$ cat config.mk
export PLATFORM = sky130hd
export DESIGN_NAME = lsps_top
export DESIGN_NICKNAME = d
export VERILOG_FILES = /design/src/logic/lsps_pkg.sv /design/src/logic/lsps_ratio_div.sv /design/src/logic/lsps_top.sv
export SDC_FILE = /design/constraint.sdc
export NUM_CORES = 1
export LEC_CHECK = 0
export ABC_CLOCK_PERIOD_IN_PS = 4800
export BUFFER_PORTS_ARGS = -buffer_cell sky130_fd_sc_hd__buf_2
export CORE_MARGIN = 8
export CORE_UTILIZATION = 55
export CTS_CLUSTER_SIZE = 30
export DETAILED_ROUTE_END_ITERATION = 7
export PLACE_DENSITY = 0.8
export SKIP_CTS_REPAIR_TIMING = 1
export SLEW_MARGIN = 20
export SYNTH_ARGS = -nofsm -noshare
export SYNTH_HDL_FRONTEND = slang
export SYNTH_SLANG_ARGS = --single-unit
$ cat constraint.sdc
create_clock -name MCLK -period 4.8 [get_ports MCLK]
set_input_delay 0.48 -clock MCLK [delete_from_list [all_inputs] [get_ports MCLK]]
set_output_delay 0.48 -clock MCLK [all_outputs]
set_load 0.02 [all_outputs]
$ cat src/logic/lsps_pkg.sv
// constants, field layout and decode helpers of the line-style pattern sequencer
// assumes a 32-bit classic wishbone register bus and one system clock
package lsps_pkg;
   localparam int LEN_W  = 16;
   localparam int FRAC_W = 4;
   localparam int STEP_W = LEN_W + FRAC_W;
   localparam int REM_W  = STEP_W + 1;
   localparam int DIAG_W = 8;
   localparam int ADR_W  = 8;

   localparam logic [ADR_W-1:0] ADR_DASH  = 8'h00;
   localparam logic [ADR_W-1:0] ADR_DOT   = 8'h04;
   localparam logic [ADR_W-1:0] ADR_SPACE = 8'h08;
   localparam logic [ADR_W-1:0] ADR_PHASE = 8'h0c;
   localparam logic [ADR_W-1:0] ADR_DIAG  = 8'h10;
   localparam logic [ADR_W-1:0] ADR_SCALE = 8'h14;
   localparam logic [ADR_W-1:0] ADR_YSTEP = 8'h18;

   localparam int PH_CNT_LSB = 0;
   localparam int PH_SEL_LSB = 16;
   localparam int SC_X_LSB   = 0;
   localparam int SC_Y_LSB   = 16;
   localparam int STYLE_BIT  = 12;
   localparam int EP_BIT     = 11;

   localparam logic [DIAG_W-1:0] DIAG_RST  = 8'h10;
   localparam logic [STEP_W-1:0] UNIT_STEP = 20'h00010;
   localparam logic [FRAC_W-1:0] FRAC_ZERO = 4'h0;

   localparam logic [1:0] SEL_SPC_DASH = 2'h0;
   localparam logic [1:0] SEL_DASH     = 2'h1;
   localparam logic [1:0] SEL_SPC_DOT  = 2'h2;
   localparam logic [1:0] SEL_DOT      = 2'h3;

   localparam logic [1:0] KIND_LINE   = 2'h0;
   localparam logic [1:0] KIND_ARC    = 2'h1;
   localparam logic [1:0] KIND_CIRCLE = 2'h2;

   localparam logic [1:0] MOVE_NONE = 2'h0;
   localparam logic [1:0] MOVE_X    = 2'h1;
   localparam logic [1:0] MOVE_Y    = 2'h2;
   localparam logic [1:0] MOVE_DIAG = 2'h3;

   function automatic logic [1:0] next_sel(input logic [1:0] s);
      unique case (s)
         SEL_SPC_DASH: next_sel = SEL_DASH;
         SEL_DASH:     next_sel = SEL_SPC_DOT;
         SEL_SPC_DOT:  next_sel = SEL_DOT;
         SEL_DOT:      next_sel = SEL_SPC_DASH;
      endcase
   endfunction

   function automatic logic is_space(input logic [1:0] s);
      is_space = (s == SEL_SPC_DASH) || (s == SEL_SPC_DOT);
   endfunction

   function automatic logic [31:0] bmerge(input logic [31:0] o, input logic [31:0] n,
                                          input logic [3:0] be);
      for (int i = 0; i < 4; i++) begin
         bmerge[8*i +: 8] = be[i] ? n[8*i +: 8] : o[8*i +: 8];
      end
   endfunction
endpackage

$ cat src/logic/lsps_ratio_div.sv
// serial restoring divider: quot = (num << frac_w) / den, one bit a cycle
// assumes den is nonzero; start is ignored while a division runs
`timescale 1ns/10ps
module lsps_ratio_div #(
   parameter int W      = 16,
   parameter int FRAC_W = 4
) (
   input  wire logic            clk,
   input  wire logic            rst_b,
   input  wire logic            start,
   input  wire logic [W-1:0]    num,
   input  wire logic [W-1:0]    den,
   output logic                 busy,
   output logic                 done,
   output logic [W+FRAC_W-1:0]  quot
);
   localparam int N_W = W + FRAC_W;
   typedef enum logic {DV_IDLE, DV_RUN} lsps_dv_t;
   typedef struct packed {
      lsps_dv_t          st;
      logic [N_W-1:0]    sh;
      logic [W:0]        rem;
      logic [W-1:0]      den;
      logic [5:0]        cnt;
      logic              done;
   } lsps_div_t;

   lsps_div_t st_ff;
   lsps_div_t nxt_st;
   logic [W:0] trial;

   always_comb begin
      nxt_st = st_ff;
      nxt_st.done = 1'b0;
      trial = {st_ff.rem[W-1:0], st_ff.sh[N_W-1]};
      unique case (st_ff.st)
         DV_IDLE: begin
            if (start) begin
               nxt_st.st  = DV_RUN;
               nxt_st.sh  = {num, {FRAC_W{1'b0}}};
               nxt_st.rem = '0;
               nxt_st.den = den;
               nxt_st.cnt = 6'(N_W);
            end
         end
         DV_RUN: begin
            if (trial >= {1'b0, st_ff.den}) begin
               nxt_st.rem = trial - {1'b0, st_ff.den};
               nxt_st.sh  = {st_ff.sh[N_W-2:0], 1'b1};
            end else begin
               nxt_st.rem = trial;
               nxt_st.sh  = {st_ff.sh[N_W-2:0], 1'b0};
            end
            nxt_st.cnt = st_ff.cnt - 6'h01;
            if (st_ff.cnt == 6'h01) begin
               nxt_st.st   = DV_IDLE;
               nxt_st.done = 1'b1;
            end
         end
      endcase
   end

   always_ff @(posedge clk) begin
      if (!rst_b) begin
         st_ff <= '{st: DV_IDLE, default: '0};
      end else begin
         st_ff <= nxt_st;
      end
   end

   assign busy = (st_ff.st == DV_RUN);
   assign done = st_ff.done;
   assign quot = st_ff.sh;
endmodule // lsps_ratio_div

$ cat src/logic/lsps_top.sv
// line-style pattern sequencer: per-pixel write decision and style phase
// assumes a classic wishbone master and an interpolator giving one step per pixel
//
// The register addresses and the Wishbone slave port were decided locally.
`timescale 1ns/10ps
module lsps_top
   import lsps_pkg::*;
(
   input  wire logic                      MCLK,
   input  wire logic                      RST_B,
   input  wire logic [lsps_pkg::ADR_W-1:0] WB_ADR_I,
   input  wire logic [31:0]               WB_DAT_I,
   output logic      [31:0]               WB_DAT_O,
   input  wire logic [3:0]                WB_SEL_I,
   input  wire logic                      WB_WE_I,
   input  wire logic                      WB_CYC_I,
   input  wire logic                      WB_STB_I,
   output logic                           WB_ACK_O,
   input  wire logic                      INSTR_START,
   input  wire logic [15:0]               INSTR_WORD,
   input  wire logic [1:0]                INSTR_KIND,
   input  wire logic                      INSTR_CURRENT,
   input  wire logic                      STEP_VALID,
   input  wire logic [1:0]                STEP_MOVE,
   input  wire logic                      STEP_FIRST,
   input  wire logic                      STEP_LAST,
   output logic                           SETUP_BUSY,
   output logic                           PIX_VALID,
   output logic                           PIX_WRITE
);
   import lsps_pkg::*;

   typedef struct packed {
      logic [LEN_W-1:0]  dash;
      logic [LEN_W-1:0]  dot;
      logic [LEN_W-1:0]  space;
      logic [1:0]        sel;
      logic [REM_W-1:0]  rem;
      logic [DIAG_W-1:0] diag;
      logic [LEN_W-1:0]  sx;
      logic [LEN_W-1:0]  sy;
      logic [STEP_W-1:0] ystep;
      logic              style;
      logic              ep;
      logic              cur;
      logic [1:0]        kind;
      logic              ack;
      logic [31:0]       rdat;
      logic              busy;
      logic              pvalid;
      logic              pwrite;
   } lsps_state_t;

   lsps_state_t st_ff;
   lsps_state_t nxt_st;

   logic              acc;
   logic              take;
   logic              div_start;
   logic              div_busy;
   logic              div_done;
   logic [STEP_W-1:0] div_quot;
   logic [STEP_W-1:0] dec;
   logic [REM_W-1:0]  sub;
   logic              wrap;
   logic [1:0]        nsel;
   logic [LEN_W-1:0]  nlen;
   logic              in_mark;
   logic              end_rule;
   logic [31:0]       wv;

   lsps_ratio_div #(
      .W      (LEN_W),
      .FRAC_W (FRAC_W)
   ) u_div (
      .clk   (MCLK),
      .rst_b (RST_B),
      .start (div_start),
      .num   (st_ff.sx),
      .den   (st_ff.sy),
      .busy  (div_busy),
      .done  (div_done),
      .quot  (div_quot)
   );

   always_comb begin
      nxt_st = st_ff;
      wv = '0;
      // classic single-cycle slave: ack one cycle after the strobe, then drop
      acc = WB_CYC_I && WB_STB_I && !st_ff.ack;
      nxt_st.ack = acc;

      // y step is worked out at line setup when scaling is in force
      div_start = INSTR_START && INSTR_WORD[STYLE_BIT] && (INSTR_KIND == KIND_LINE)
                  && (st_ff.sx != '0) && (st_ff.sy != '0);
      if (INSTR_START && INSTR_WORD[STYLE_BIT] && !div_start) begin
         nxt_st.ystep = UNIT_STEP;
      end
      if (div_done) begin
         nxt_st.ystep = div_quot;
      end
      nxt_st.busy = div_start || (div_busy && !div_done);

      // instruction bits latched; the phase itself is left alone
      if (INSTR_START) begin
         nxt_st.style = INSTR_WORD[STYLE_BIT];
         nxt_st.ep    = INSTR_WORD[EP_BIT];
         nxt_st.cur   = INSTR_CURRENT;
         nxt_st.kind  = INSTR_KIND;
      end

      take = STEP_VALID && !st_ff.busy;
      unique case (STEP_MOVE)
         MOVE_NONE: dec = '0;
         MOVE_X:    dec = UNIT_STEP;
         MOVE_Y:    dec = st_ff.ystep;
         MOVE_DIAG: dec = STEP_W'(st_ff.diag);
      endcase
      sub  = st_ff.rem - {1'b0, dec};
      wrap = sub[REM_W-1] || (sub == '0);
      nsel = next_sel(st_ff.sel);
      unique case (nsel)
         SEL_DASH:            nlen = st_ff.dash;
         SEL_DOT:             nlen = st_ff.dot;
         default:             nlen = st_ff.space;
      endcase

      // pixel judged on the phase in force before this step's decrement
      in_mark  = !is_space(st_ff.sel);
      end_rule = (st_ff.kind != KIND_CIRCLE);
      nxt_st.pvalid = take;
      nxt_st.pwrite = 1'b0;
      if (take) begin
         if (STEP_FIRST && end_rule && st_ff.cur) begin
            nxt_st.pwrite = 1'b0;
         end else if (STEP_FIRST && end_rule) begin
            nxt_st.pwrite = 1'b1;
         end else if (!st_ff.style) begin
            nxt_st.pwrite = 1'b1;
         end else if (STEP_LAST && end_rule) begin
            nxt_st.pwrite = st_ff.ep || in_mark;
         end else begin
            nxt_st.pwrite = in_mark;
         end
         if (st_ff.style && STEP_MOVE != MOVE_NONE) begin
            if (wrap) begin
               nxt_st.sel = nsel;
               nxt_st.rem = sub + {1'b0, nlen, FRAC_ZERO};
            end else begin
               nxt_st.rem = sub;
            end
         end
      end

      // register writes; a phase write overrides a same-cycle step
      if (acc && WB_WE_I) begin
         unique case (WB_ADR_I)
            ADR_DASH: begin
               wv = bmerge(32'(st_ff.dash), WB_DAT_I, WB_SEL_I);
               nxt_st.dash = wv[LEN_W-1:0];
            end
            ADR_DOT: begin
               wv = bmerge(32'(st_ff.dot), WB_DAT_I, WB_SEL_I);
               nxt_st.dot = wv[LEN_W-1:0];
            end
            ADR_SPACE: begin
               wv = bmerge(32'(st_ff.space), WB_DAT_I, WB_SEL_I);
               nxt_st.space = wv[LEN_W-1:0];
            end
            ADR_PHASE: begin
               wv = bmerge({14'h0000, st_ff.sel, st_ff.rem[FRAC_W +: LEN_W]},
                           WB_DAT_I, WB_SEL_I);
               nxt_st.sel = wv[PH_SEL_LSB +: 2];
               nxt_st.rem = {1'b0, wv[PH_CNT_LSB +: LEN_W], FRAC_ZERO};
            end
            ADR_DIAG: begin
               wv = bmerge(32'(st_ff.diag), WB_DAT_I, WB_SEL_I);
               nxt_st.diag = wv[DIAG_W-1:0];
            end
            ADR_SCALE: begin
               wv = bmerge({st_ff.sy, st_ff.sx}, WB_DAT_I, WB_SEL_I);
               nxt_st.sx = wv[SC_X_LSB +: LEN_W];
               nxt_st.sy = wv[SC_Y_LSB +: LEN_W];
            end
            default: begin
               wv = '0;
            end
         endcase
      end

      nxt_st.rdat = '0;
      if (acc && !WB_WE_I) begin
         unique case (WB_ADR_I)
            ADR_DASH:  nxt_st.rdat = 32'(st_ff.dash);
            ADR_DOT:   nxt_st.rdat = 32'(st_ff.dot);
            ADR_SPACE: nxt_st.rdat = 32'(st_ff.space);
            ADR_PHASE: nxt_st.rdat = {14'h0000, st_ff.sel, st_ff.rem[FRAC_W +: LEN_W]};
            ADR_DIAG:  nxt_st.rdat = 32'(st_ff.diag);
            ADR_SCALE: nxt_st.rdat = {st_ff.sy, st_ff.sx};
            ADR_YSTEP: nxt_st.rdat = 32'(st_ff.ystep);
            default:   nxt_st.rdat = '0;
         endcase
      end
   end

   always_ff @(posedge MCLK) begin
      if (!RST_B) begin
         st_ff <= '{diag: DIAG_RST, ystep: UNIT_STEP, default: '0};
      end else begin
         st_ff <= nxt_st;
      end
   end

   assign WB_DAT_O   = st_ff.rdat;
   assign WB_ACK_O   = st_ff.ack;
   assign SETUP_BUSY = st_ff.busy;
   assign PIX_VALID  = st_ff.pvalid;
   assign PIX_WRITE  = st_ff.pwrite;
endmodule // lsps_top

After elaboration in Yosys (flattened, before gate mapping):

Index checks and enable logic that the tools add are counted.

* register bits after elaboration: 232
* input port bits: 74
* output and inout bits: 36
* word-level logic and storage cells: 139

* $add $sub $neg: 4
* $lt $le $gt $ge: 1
* equal/unequal tests: 20
* multiplexer cells: 31
* bitwise operators: 3
* reduce and logical (&&, ||, !) cells: 49

Operators by type and width (count)
* case mux 32 bit (7 select lines): 1
* case mux 20 bit (4 select lines): 1
* case mux 38 bit (2 select lines): 1
* two-way mux 23 bit: 3
* two-way mux 8 bit: 8
* two-way mux 63 bit: 1
* two-way mux 60 bit: 1
* two-way mux 20 bit: 2
* AND reduction 3 bit: 11
* two-way mux 32 bit: 1
* case mux 16 bit (2 select lines): 1
* nonzero test 16 bit: 2
* == test 8 x 5 -> 1 bit (second input constant): 3
* adder 21 x 20 -> 21 bit: 1
* logical NOT 21 bit: 1
* two-way mux 21 bit: 1
* subtractor 21 x 20 -> 21 bit: 1
* two-way mux 18 bit: 1
* >= comparator 17 x 16 -> 1 bit: 1
* subtractor 17 x 16 -> 17 bit: 1
* == test 8 x 4 -> 1 bit (second input constant): 2
* logical AND 1 bit: 15
* case mux 6 bit (2 select lines): 1
* == test 2 bit (second input constant): 5
* 17 further kinds: 42

Logic depth before layout (Yosys ltp):

Gate-level depths: netlist of run 1.

* word-level depth: 10
* gate-level depth with buffers: 22
* depth with buffers taken out: 20

Hierarchy:

A second synthesis of run 1 with hierarchy kept.

* cell total of the unflattened synthesis: 1597
* area total of the unflattened synthesis: 13466.7 um2

Modules (own cells, without submodules)
* lsps_top: times used 1, cells an instance 1122, area an instance 9653.0 um2, sequential area each 3443.3 um2
* lsps_ratio_div: times used 1, cells an instance 475, area an instance 3813.7 um2, sequential area each 1201.2 um2

Worst setup path after synthesis of run 1:

OpenSTA, ideal clock, no wires.

* path type: input to register
* from: input STEP_MOVE[0]
* to: register st_ff[121] in the netlist's numbering
* library setup time: 0.129 ns
* arrival time: 4.518 ns
* required time: 4.671 ns
* setup slack: 0.153 ns
* stages: 19
* path buffers: 1
* path through: clkbuf_1 -> mux2_2 -> nand2_1 -> inv_1 -> fa_1 -> or2b_2 -> a21oi_4 -> nor2_1 -> ha_1 -> fa_1 -> a21o_1 -> a21oi_1 -> o21ba_2 -> o21ai_0 -> a41oi_1 -> a21oi_1 -> a31o_2 -> a311oi_1 -> a211oi_2

* longest elaborated chain between the ends: 10
* elaborated cells between the ends (all ways): 16
* classes of those cells: add/sub: 2; eq/ne: 3; mux: 6; reduce/logical: 5

Ends and longest elaborated chain
* start, declared: line lsps_top.sv:24 `input wire logic [1:0] STEP_MOVE,`
* branches (longest 6 deep; another with subtractor 21 x 20 -> 21 bit)
* two-way mux 23 bit (*): line lsps_top.sv:145 `if (st_ff.style && STEP_MOVE != MOVE_NONE) begin`
* two-way mux 23 bit (*): line lsps_top.sv:133 `if (take) begin`
* two-way mux 23 bit: line lsps_top.sv:157 `unique case (WB_ADR_I)`
* two-way mux 63 bit (*): line lsps_top.sv:156 `if (acc && WB_WE_I) begin`
* end signal, assigned: line lsps_top.sv:210 `st_ff <= nxt_st;`
* end, declared: line lsps_top.sv:54 `lsps_state_t st_ff;`

Every way passes the cells marked *.
A chain may end at the register's enable or synchronous reset.

Worst setup path in the final report of run 1:

* from: register st_ff[42] in the netlist's numbering
* to: register st_ff[121] in the netlist's numbering

* longest elaborated chain between the ends: 9
* elaborated cells between the ends (all ways): 10
* classes of those cells: add/sub: 2; mux: 6; reduce/logical: 2

Ends and longest elaborated chain
* case mux 20 bit (4 select lines) (*): line lsps_top.sv:113 `unique case (STEP_MOVE)`
* subtractor 21 x 20 -> 21 bit (*): line lsps_top.sv:119 `sub = st_ff.rem - {1'b0, dec};`
* branches (longest 2 deep; another with adder 21 x 20 -> 21 bit)
* two-way mux 21 bit (*): line lsps_top.sv:146 `if (wrap) begin`
* two-way mux 23 bit (*): line lsps_top.sv:145
* two-way mux 23 bit (*): line lsps_top.sv:133
* two-way mux 23 bit: line lsps_top.sv:157
* two-way mux 63 bit (*): line lsps_top.sv:156

Marked as above.

==> results of run 1 <==
-- stage by stage --
step	utilization (%)	power [mW]	area, µm²	hold slack (ps)
3_3_place_gp	58.27	2.759	13550	447.4
5_1_grt	62.54	5.189	14550	214.6
2_1_floorplan	-	2.498	12880	436.3
3_5_place_dp	58.27	2.772	13550	447.6
6_report	62.54	5.023	14550	206.3
4_1_cts	62.52	5.017	14540	200.8
-- worst reg2reg max path: stages, from the launching register on --
cell	delay, ps
dfxtp_1	360
mux2_2	280
nand2_1	90
inv_1	60
fa_1	420
or2b_2	340
a21oi_4	140
nor2_1	80
ha_1	250
fa_1	420
a21o_1	210
a21oi_1	230
o21ba_2	170
o21ai_0	150
a41oi_1	330
a21oi_1	180
a31o_2	270
a311oi_1	320
a211oi_2	50
-- worst max-delay path by stage --
stage                                       from                     to  depth (start not counted)  slack, ps
final                     st_ff[42]$_SDFFE_PN0P_  st_ff[121]$_SDFF_PN0_                         18        330
after CTS                 st_ff[41]$_SDFFE_PN0P_  st_ff[121]$_SDFF_PN0_                         18        360
after detailed placement            STEP_MOVE[0]  st_ff[121]$_SDFF_PN0_                         19         20
after global routing      st_ff[41]$_SDFFE_PN0P_  st_ff[121]$_SDFF_PN0_                         19         10
after global placement              STEP_MOVE[0]  st_ff[121]$_SDFF_PN0_                         19        110
after floorplan                     STEP_MOVE[0]  st_ff[121]$_SDFF_PN0_                         19        150
-- cells by family after synthesis --
family / count (synthesis) / share of synthesized area [%]
simple gates: 602 / 22.10
fa+ha+maj: 61 / 6.101
flops: 232 / 36.06
compound gates: 427 / 22.26
mux: 65 / 5.139
xor+xnor: 35 / 2.380
buf+inv: 168 / 5.965
-- cell type report --
class / instances / area [µm²] / share of cell area (%)
Antenna cell: 2 / 5.005 / 0.03440
Clock buffer: 29 / 681.9 / 4.687
Clock inverter: 19 / 307.8 / 2.116
Inverter: 47 / 176.4 / 1.213
Multi-Input combinational cell: 1190 / 7491 / 51.49
Sequential cell: 232 / 4644 / 31.92
Tap cell: 319 / 399.1 / 2.743
Timing Repair Buffer: 144 / 843.3 / 5.796
-- synth_stat cells (all sizes together), types with 5 or more instances --
master    n
o221ai    8
a22oi    86
o21ai    56
dfxtp   232
and2     36
nand3   100
clkbuf   79
inv      47
nor3     26
xnor2    24
nand2   252
a211oi   11
o21a      6
o22ai     5
nor4     13
nand2b   13
mux2      9
a21boi   37
mux2i    56
a31oi    32
and3     11
buf      41
ha       58
a21o     16
nor2     67
a222oi   13
nor2b    52
a21oi   112
xor2     11
or3      11
-- flip-flops by register name, summed over array words and instances, names as in the netlist --
signal,count
u_div.st_ff,38
PIX_VALID,1
u_div.done,1
PIX_WRITE,1
u_div.quot,20
st_ff,136
SETUP_BUSY,1
u_div.busy,1
WB_ACK_O,1
WB_DAT_O,32
-- power breakdown --
group          internal (mW)  total, mW  switching (mW)  leakage (nW)
Clock                   1.41       2.27           0.856         0.475
Combinational          0.328      0.799           0.471          3.51
Sequential              1.94       1.95          0.0158          1.87
-- per-layer routing --
| layer | GRT usage, % | vias to the layer above | share of wire [%] |
|---|---|---|---|
| li1 | - | 5788 | - |
| met1 | 34.51 | 5776 | 41 |
| met2 | 42.35 | 616 | 44 |
| met3 | 5.031 | 127 | 9.8 |
| met4 | 12.00 | 0 | 5.0 |
| met5 | 0 | - | 0 |
==> impl_metrics.env, run 1 <==
export IMPL_layout_min_cycle_time_ps=4473
export IMPL_r2r_start="st_ff[42]$_SDFFE_PN0P_"
export IMPL_p_per_area_nw_per_um2=345.2
export IMPL_final_layout_size_suffix_gt1_share_pct=13.61
export IMPL_cp_top_family="compound AO/OA/AOI/OAI gates"
export IMPL_clock_sinks=232
export IMPL_io_pins=110
export IMPL_fill_cells=1990
export IMPL_route_detailed_drc=0
export IMPL_synth_area_top_cells="dfxtp_1 36%, nand2_1 7.3%, ha_1 5.6%"
export IMPL_core_area_um2=23260
export IMPL_min_to="st_ff[70]$_SDFFE_PN0P_"
export IMPL_fmax_mhz=223.5
export IMPL_synth_top_area_share_pct=36.06
export IMPL_layoutNonFillerInstCount=1982
export IMPL_gp_congestion=0.9576
export IMPL_synth_fp_nets=1725
export IMPL_grt_overflow=0
export IMPL_p_leak_nw=5.855
export IMPL_final_cell_mix="252 x nand2_1, 232 x dfxtp_1, 111 x a21oi_1, 100 x nand3_1, 95 x buf_2"
export IMPL_rows=56
export IMPL_viasPerCell=6.209
export IMPL_clk_path_buf_depth=3
export IMPL_insertion_delay_ps=540
export IMPL_cp_end_kind="register"
export IMPL_hold_path_class="in -> reg"
export IMPL_wl_um=39090
export IMPL_die_x_um=169.0
export IMPL_dieArea_um2=28570
export IMPL_async_flop_share_pct=0
export IMPL_maxCapViolCount=0
export IMPL_dr_pass1_iters=7
export IMPL_worst_setup_path_start_kind="register"
export IMPL_yosys_cell_types_count=78
export IMPL_dp_hpwl_um=28190
export IMPL_synth_cells=1590
export IMPL_hold_violations=0
export IMPL_mostFrequentLayoutCell="nand2_1"
export IMPL_worstReg2RegEnd="st_ff[121]$_SDFF_PN0_"
export IMPL_yosysWarnings=0
export IMPL_critPathRequiredTime_ps=5200
export IMPL_grt_max_degree=76
export IMPL_max_stage_delay_ps=420
export IMPL_grt_pass1_wl_um=62070
export IMPL_setup_viol_count_final=0
export IMPL_worst_path_buf_inv=1
export IMPL_routedWlPerCell_um=19.72
export IMPL_netlist_area_um2=12880
export IMPL_antenna_left=0
export IMPL_r2r_cells=18
export IMPL_r2r_slack_ps=330
export IMPL_grt_pass1_vias=11630
export IMPL_clkTransAtPathRegs_ps=60
export IMPL_portBuffers=95
export IMPL_yosysSeqAreaShare_pct=36.06
export IMPL_peakVddDrop_uv=336.7
export IMPL_clockRootBuffer="clkbuf_16"
export IMPL_setup_tns_ps=0
export IMPL_postLayoutSetupSlackWorst_ps=326.7
export IMPL_avgSynthCellArea_um2=8.101
export IMPL_fin_nets=1776
export IMPL_worstSetupPathType="reg -> reg"
export IMPL_cp_arrival_ps=4880
export IMPL_min_from="WB_DAT_I[25]"
export IMPL_area_growth_synth_to_final_pct=12.96
export IMPL_finalClockSkew_ps=16.98
export IMPL_drtIter0Drc=1630
export IMPL_die_h_um=169.0
export IMPL_tightest_slew_ps=1076
export IMPL_ys_seq_elements=232
export IMPL_crit_path_max_fanout=3
export IMPL_start_util_pct=55.37
export IMPL_crit_path_top_delay_cell="fa_1"
export IMPL_dp_cells=1932
export IMPL_pre_cts_ws_ps=16.75
export IMPL_synth_edf_count=0
export IMPL_synth_top_cell_by_area="dfxtp_1"
export IMPL_numCtsBuffers=26
export IMPL_ys_flop_type="dfxtp_1"
export IMPL_fin_crit_sh_pct=93.19
export IMPL_relSlewSlack_pct=28.26
export IMPL_rsz0062_at_grt="false"
export IMPL_path_cells="mux2_2 -> nand2_1 -> inv_1 -> fa_1 -> or2b_2 -> a21oi_4 -> nor2_1 -> ha_1 -> fa_1 -> a21o_1 -> a21oi_1 -> o21ba_2 -> o21ai_0 -> a41oi_1 -> a21oi_1 -> a31o_2 -> a311oi_1 -> a211oi_2"
export IMPL_grt_total_usage_pct=26.60
export IMPL_antenna_found_initial=2
export IMPL_routed_via_count=12310
export IMPL_h_tree_depth=1
export IMPL_holdPathStages=3
export IMPL_cts_tree="done"
export IMPL_timing_final_max_slew_violations=0
export IMPL_status="finished, final reports clean"
Power figures use the tool's default switching activity.
==> run 2, diff against run 1 <==
--- a/config.mk
+++ b/config.mk
@@ -11,7 +11,7 @@
 export CORE_UTILIZATION = 55
 export CTS_CLUSTER_SIZE = 30
 export DETAILED_ROUTE_END_ITERATION = 7
-export PLACE_DENSITY = 0.8
+export PLACE_DENSITY = 0.77
 export SKIP_CTS_REPAIR_TIMING = 1
 export SLEW_MARGIN = 20
 export SYNTH_ARGS = -nofsm -noshare
==> run 2 against run 1 <==
Compared with the run above:
- clock power fell by 16%
- fmax is 1.3% lower
- die area did not move
- first-iteration DRC count decreased by 17%
- non-clock buffer count unchanged
- clock-buffer cell count increased by 7
- clock skew grew 7.8 ps
- critical path type unchanged
- largest cell class unchanged
==> impl_metrics.env, run 2 (same netlist as run 1, synthesis figures left out) <==
export IMPL_cp_arrival_ps=4930
export IMPL_final_layout_size_suffix_gt1_share_pct=13.34
export IMPL_antenna_found_initial=3
export IMPL_area_growth_synth_to_final_pct=11.73
export IMPL_r2r_cells=18
export IMPL_clkPwrFrac_pct=40.9
export IMPL_peakVddDrop_uv=261.8
export IMPL_worst_setup_path_start_kind="register"
export IMPL_hold_violations=0
export IMPL_dp_hpwl_um=28320
export IMPL_io_pins=110
export IMPL_fmax_mhz=220.6
export IMPL_final_cell_mix="252 x nand2_1, 232 x dfxtp_1, 111 x a21oi_1, 100 x nand3_1, 95 x buf_2"
export IMPL_start_util_pct=55.37
export IMPL_fin_nets=1774
export IMPL_routedWlPerCell_um=19.57
export IMPL_antenna_left=0
export IMPL_p_per_area_nw_per_um2=324.4
export IMPL_path_cells="mux2_2 -> nand2_1 -> inv_1 -> fa_1 -> or2b_2 -> a21oi_4 -> nor2_1 -> ha_1 -> fa_1 -> a21o_1 -> a21oi_1 -> o21ba_2 -> o21ai_0 -> a41oi_1 -> a21oi_1 -> a31o_2 -> a311oi_1 -> a211oi_2"
export IMPL_multi_input_area_um2=7503
export IMPL_grt_total_usage_pct=26.10
export IMPL_gp_congestion=0.9212
export IMPL_finalClockSkew_ps=24.77
export IMPL_maxCapViolCount=0
export IMPL_setup_viol_count_final=0
export IMPL_total_power_mw=4.669
export IMPL_insertion_delay_ps=530
export IMPL_crit_path_max_fanout=5
export IMPL_critPathRequiredTime_ps=5200
export IMPL_cp_endpoint="st_ff[121]$_SDFF_PN0_"
export IMPL_numCtsBuffers=24
export IMPL_layout_min_cycle_time_ps=4533
export IMPL_r2r_start="st_ff[42]$_SDFFE_PN0P_"
export IMPL_portBuffers=95
export IMPL_cp_top_family="compound AO/OA/AOI/OAI gates"
export IMPL_cts_tree="done"
export IMPL_cp_end_kind="register"
export IMPL_viasPerCell=6.202
export IMPL_h_tree_depth=1
export IMPL_crit_path_top_delay_cell="fa_1"
export IMPL_grt_overflow=0
export IMPL_combPwrFrac_pct=17.3
export IMPL_relSlewSlack_pct=38.37
export IMPL_worst_path_buf_inv=1
export IMPL_timing_final_max_slew_violations=0
export IMPL_p_switching_mw=1.280
export IMPL_fill_cells=2100
export IMPL_dieArea_um2=28570
export IMPL_setup_tns_ps=0
export IMPL_p_int_mw=3.389
export IMPL_ff_latch_area_um2=4644
export IMPL_sw_frac_of_total_pct=27.41
export IMPL_wl_um=38670
export IMPL_routed_via_count=12260
export IMPL_worstReg2RegEnd="st_ff[121]$_SDFF_PN0_"
export IMPL_fin_crit_sh_pct=94.44
export IMPL_regMostFlops="st_ff"
export IMPL_rows=56
export IMPL_dr_pass1_iters=8
export IMPL_r2r_slack_ps=270
export IMPL_crit_start="st_ff[42]$_SDFFE_PN0P_"
export IMPL_clk_path_buf_depth=3
export IMPL_tightest_slew_ps=923.1
export IMPL_antenna_cells=0
export IMPL_max_stage_delay_ps=410
export IMPL_seqPwrFrac_pct=41.8
export IMPL_p_leak_nw=5.781
export IMPL_largest_reg_flops=136
export IMPL_die_x_um=169.0
export IMPL_clock_sinks=232
export IMPL_grt_pass1_vias=11400
export IMPL_drtIter0Drc=1348
export IMPL_grt_pass1_wl_um=60640
export IMPL_worstSetupPathType="reg -> reg"
export IMPL_grt_max_degree=68
export IMPL_route_detailed_drc=0
export IMPL_die_h_um=169.0
export IMPL_mostFrequentLayoutCell="nand2_1"
export IMPL_cp_depth=18
export IMPL_core_area_um2=23260
export IMPL_clkTransAtPathRegs_ps=60
export IMPL_clockRootBuffer="clkbuf_16"
export IMPL_hold_path_class="in -> reg"
export IMPL_status="finished, final reports clean"
export IMPL_rsz0062_at_grt="false"
==> run 2: stage by stage <==
stage          instance area (µm²)  std cells  hold WS (ps)  utilization, %  setup slack [ps]
2_1_floorplan                12880       1590         436.3               -             153.1
3_3_place_gp                 13550       1932         447.3           58.27             111.5
3_5_place_dp                 13560       1932         449.4           58.29             27.38
4_1_cts                      14380       1976         199.0           61.83             342.7
5_1_grt                      14390       1976         213.4           61.87             28.40
6_report                     14390       1976         208.3           61.87             267.1
==> run 2: area by class of cell <==
| cell class | count | share of cell area [%] |
|---|---|---|
| clock inverters | 8 | 0.6173 |
| clock buffers | 36 | 5.112 |
| well taps | 319 | 2.773 |
| inverters | 47 | 1.226 |
| flip-flops and latches | 232 | 32.27 |
| repair buffers | 144 | 5.860 |
| multi-input cells | 1190 | 52.14 |
==> run 2: worst min path at each step <==
| stage | start | endpoint | slack (ps) | cells after the start |
|---|---|---|---|---|
| 6_report | WB_DAT_I[22] | st_ff[67]$_SDFFE_PN0P_ | 210 | 3 |
| 5_1_grt | WB_DAT_I[22] | st_ff[67]$_SDFFE_PN0P_ | 210 | 3 |
| 4_1_cts | WB_DAT_I[22] | st_ff[67]$_SDFFE_PN0P_ | 200 | 3 |
| 3_5_place_dp | u_div.st_ff[16]$_SDFFE_PN0P_ | u_div.st_ff[16]$_SDFFE_PN0P_ | 450 | 2 |
| 3_3_place_gp | u_div.st_ff[18]$_SDFFE_PN0P_ | u_div.st_ff[18]$_SDFFE_PN0P_ | 450 | 2 |
| 2_1_floorplan | u_div.st_ff[11]$_SDFFE_PN0P_ | u_div.st_ff[11]$_SDFFE_PN0P_ | 440 | 2 |
==> run 2: worst reg2reg max path, cell delays in order, from the launching register on <==
cell and delay [ps]:
dfxtp_1 360, mux2_2 280, nand2_1 80, inv_1 60, fa_1 410, or2b_2 350
a21oi_4 190, nor2_1 100, ha_1 240, fa_1 410, a21o_1 200, a21oi_1 250
o21ba_2 180, o21ai_0 170, a41oi_1 330, a21oi_1 170, a31o_2 260, a311oi_1 320
a211oi_2 50
==> run 2: power groups by stage <==
stage	Clock (mW)	Sequential [mW]	Combinational, mW
2_1_floorplan	0	1.99	0.508
3_3_place_gp	0	2.00	0.769
3_5_place_dp	0	2.00	0.785
4_1_cts	1.93	1.95	0.789
5_1_grt	2.01	1.95	0.869
6_report	1.91	1.95	0.807
==> run 2: layer usage <==
metal | share of wire, % | track usage (%) | up-vias | routed length (µm)
li1 | - | - | 5767 | -
met1 | 42 | 33.87 | 5791 | 16390
met2 | 44 | 41.56 | 570 | 17140
met3 | 8.3 | 4.915 | 121 | 3224
met4 | 4.9 | 11.81 | 6 | 1877
met5 | 0.10 | 0 | - | 40
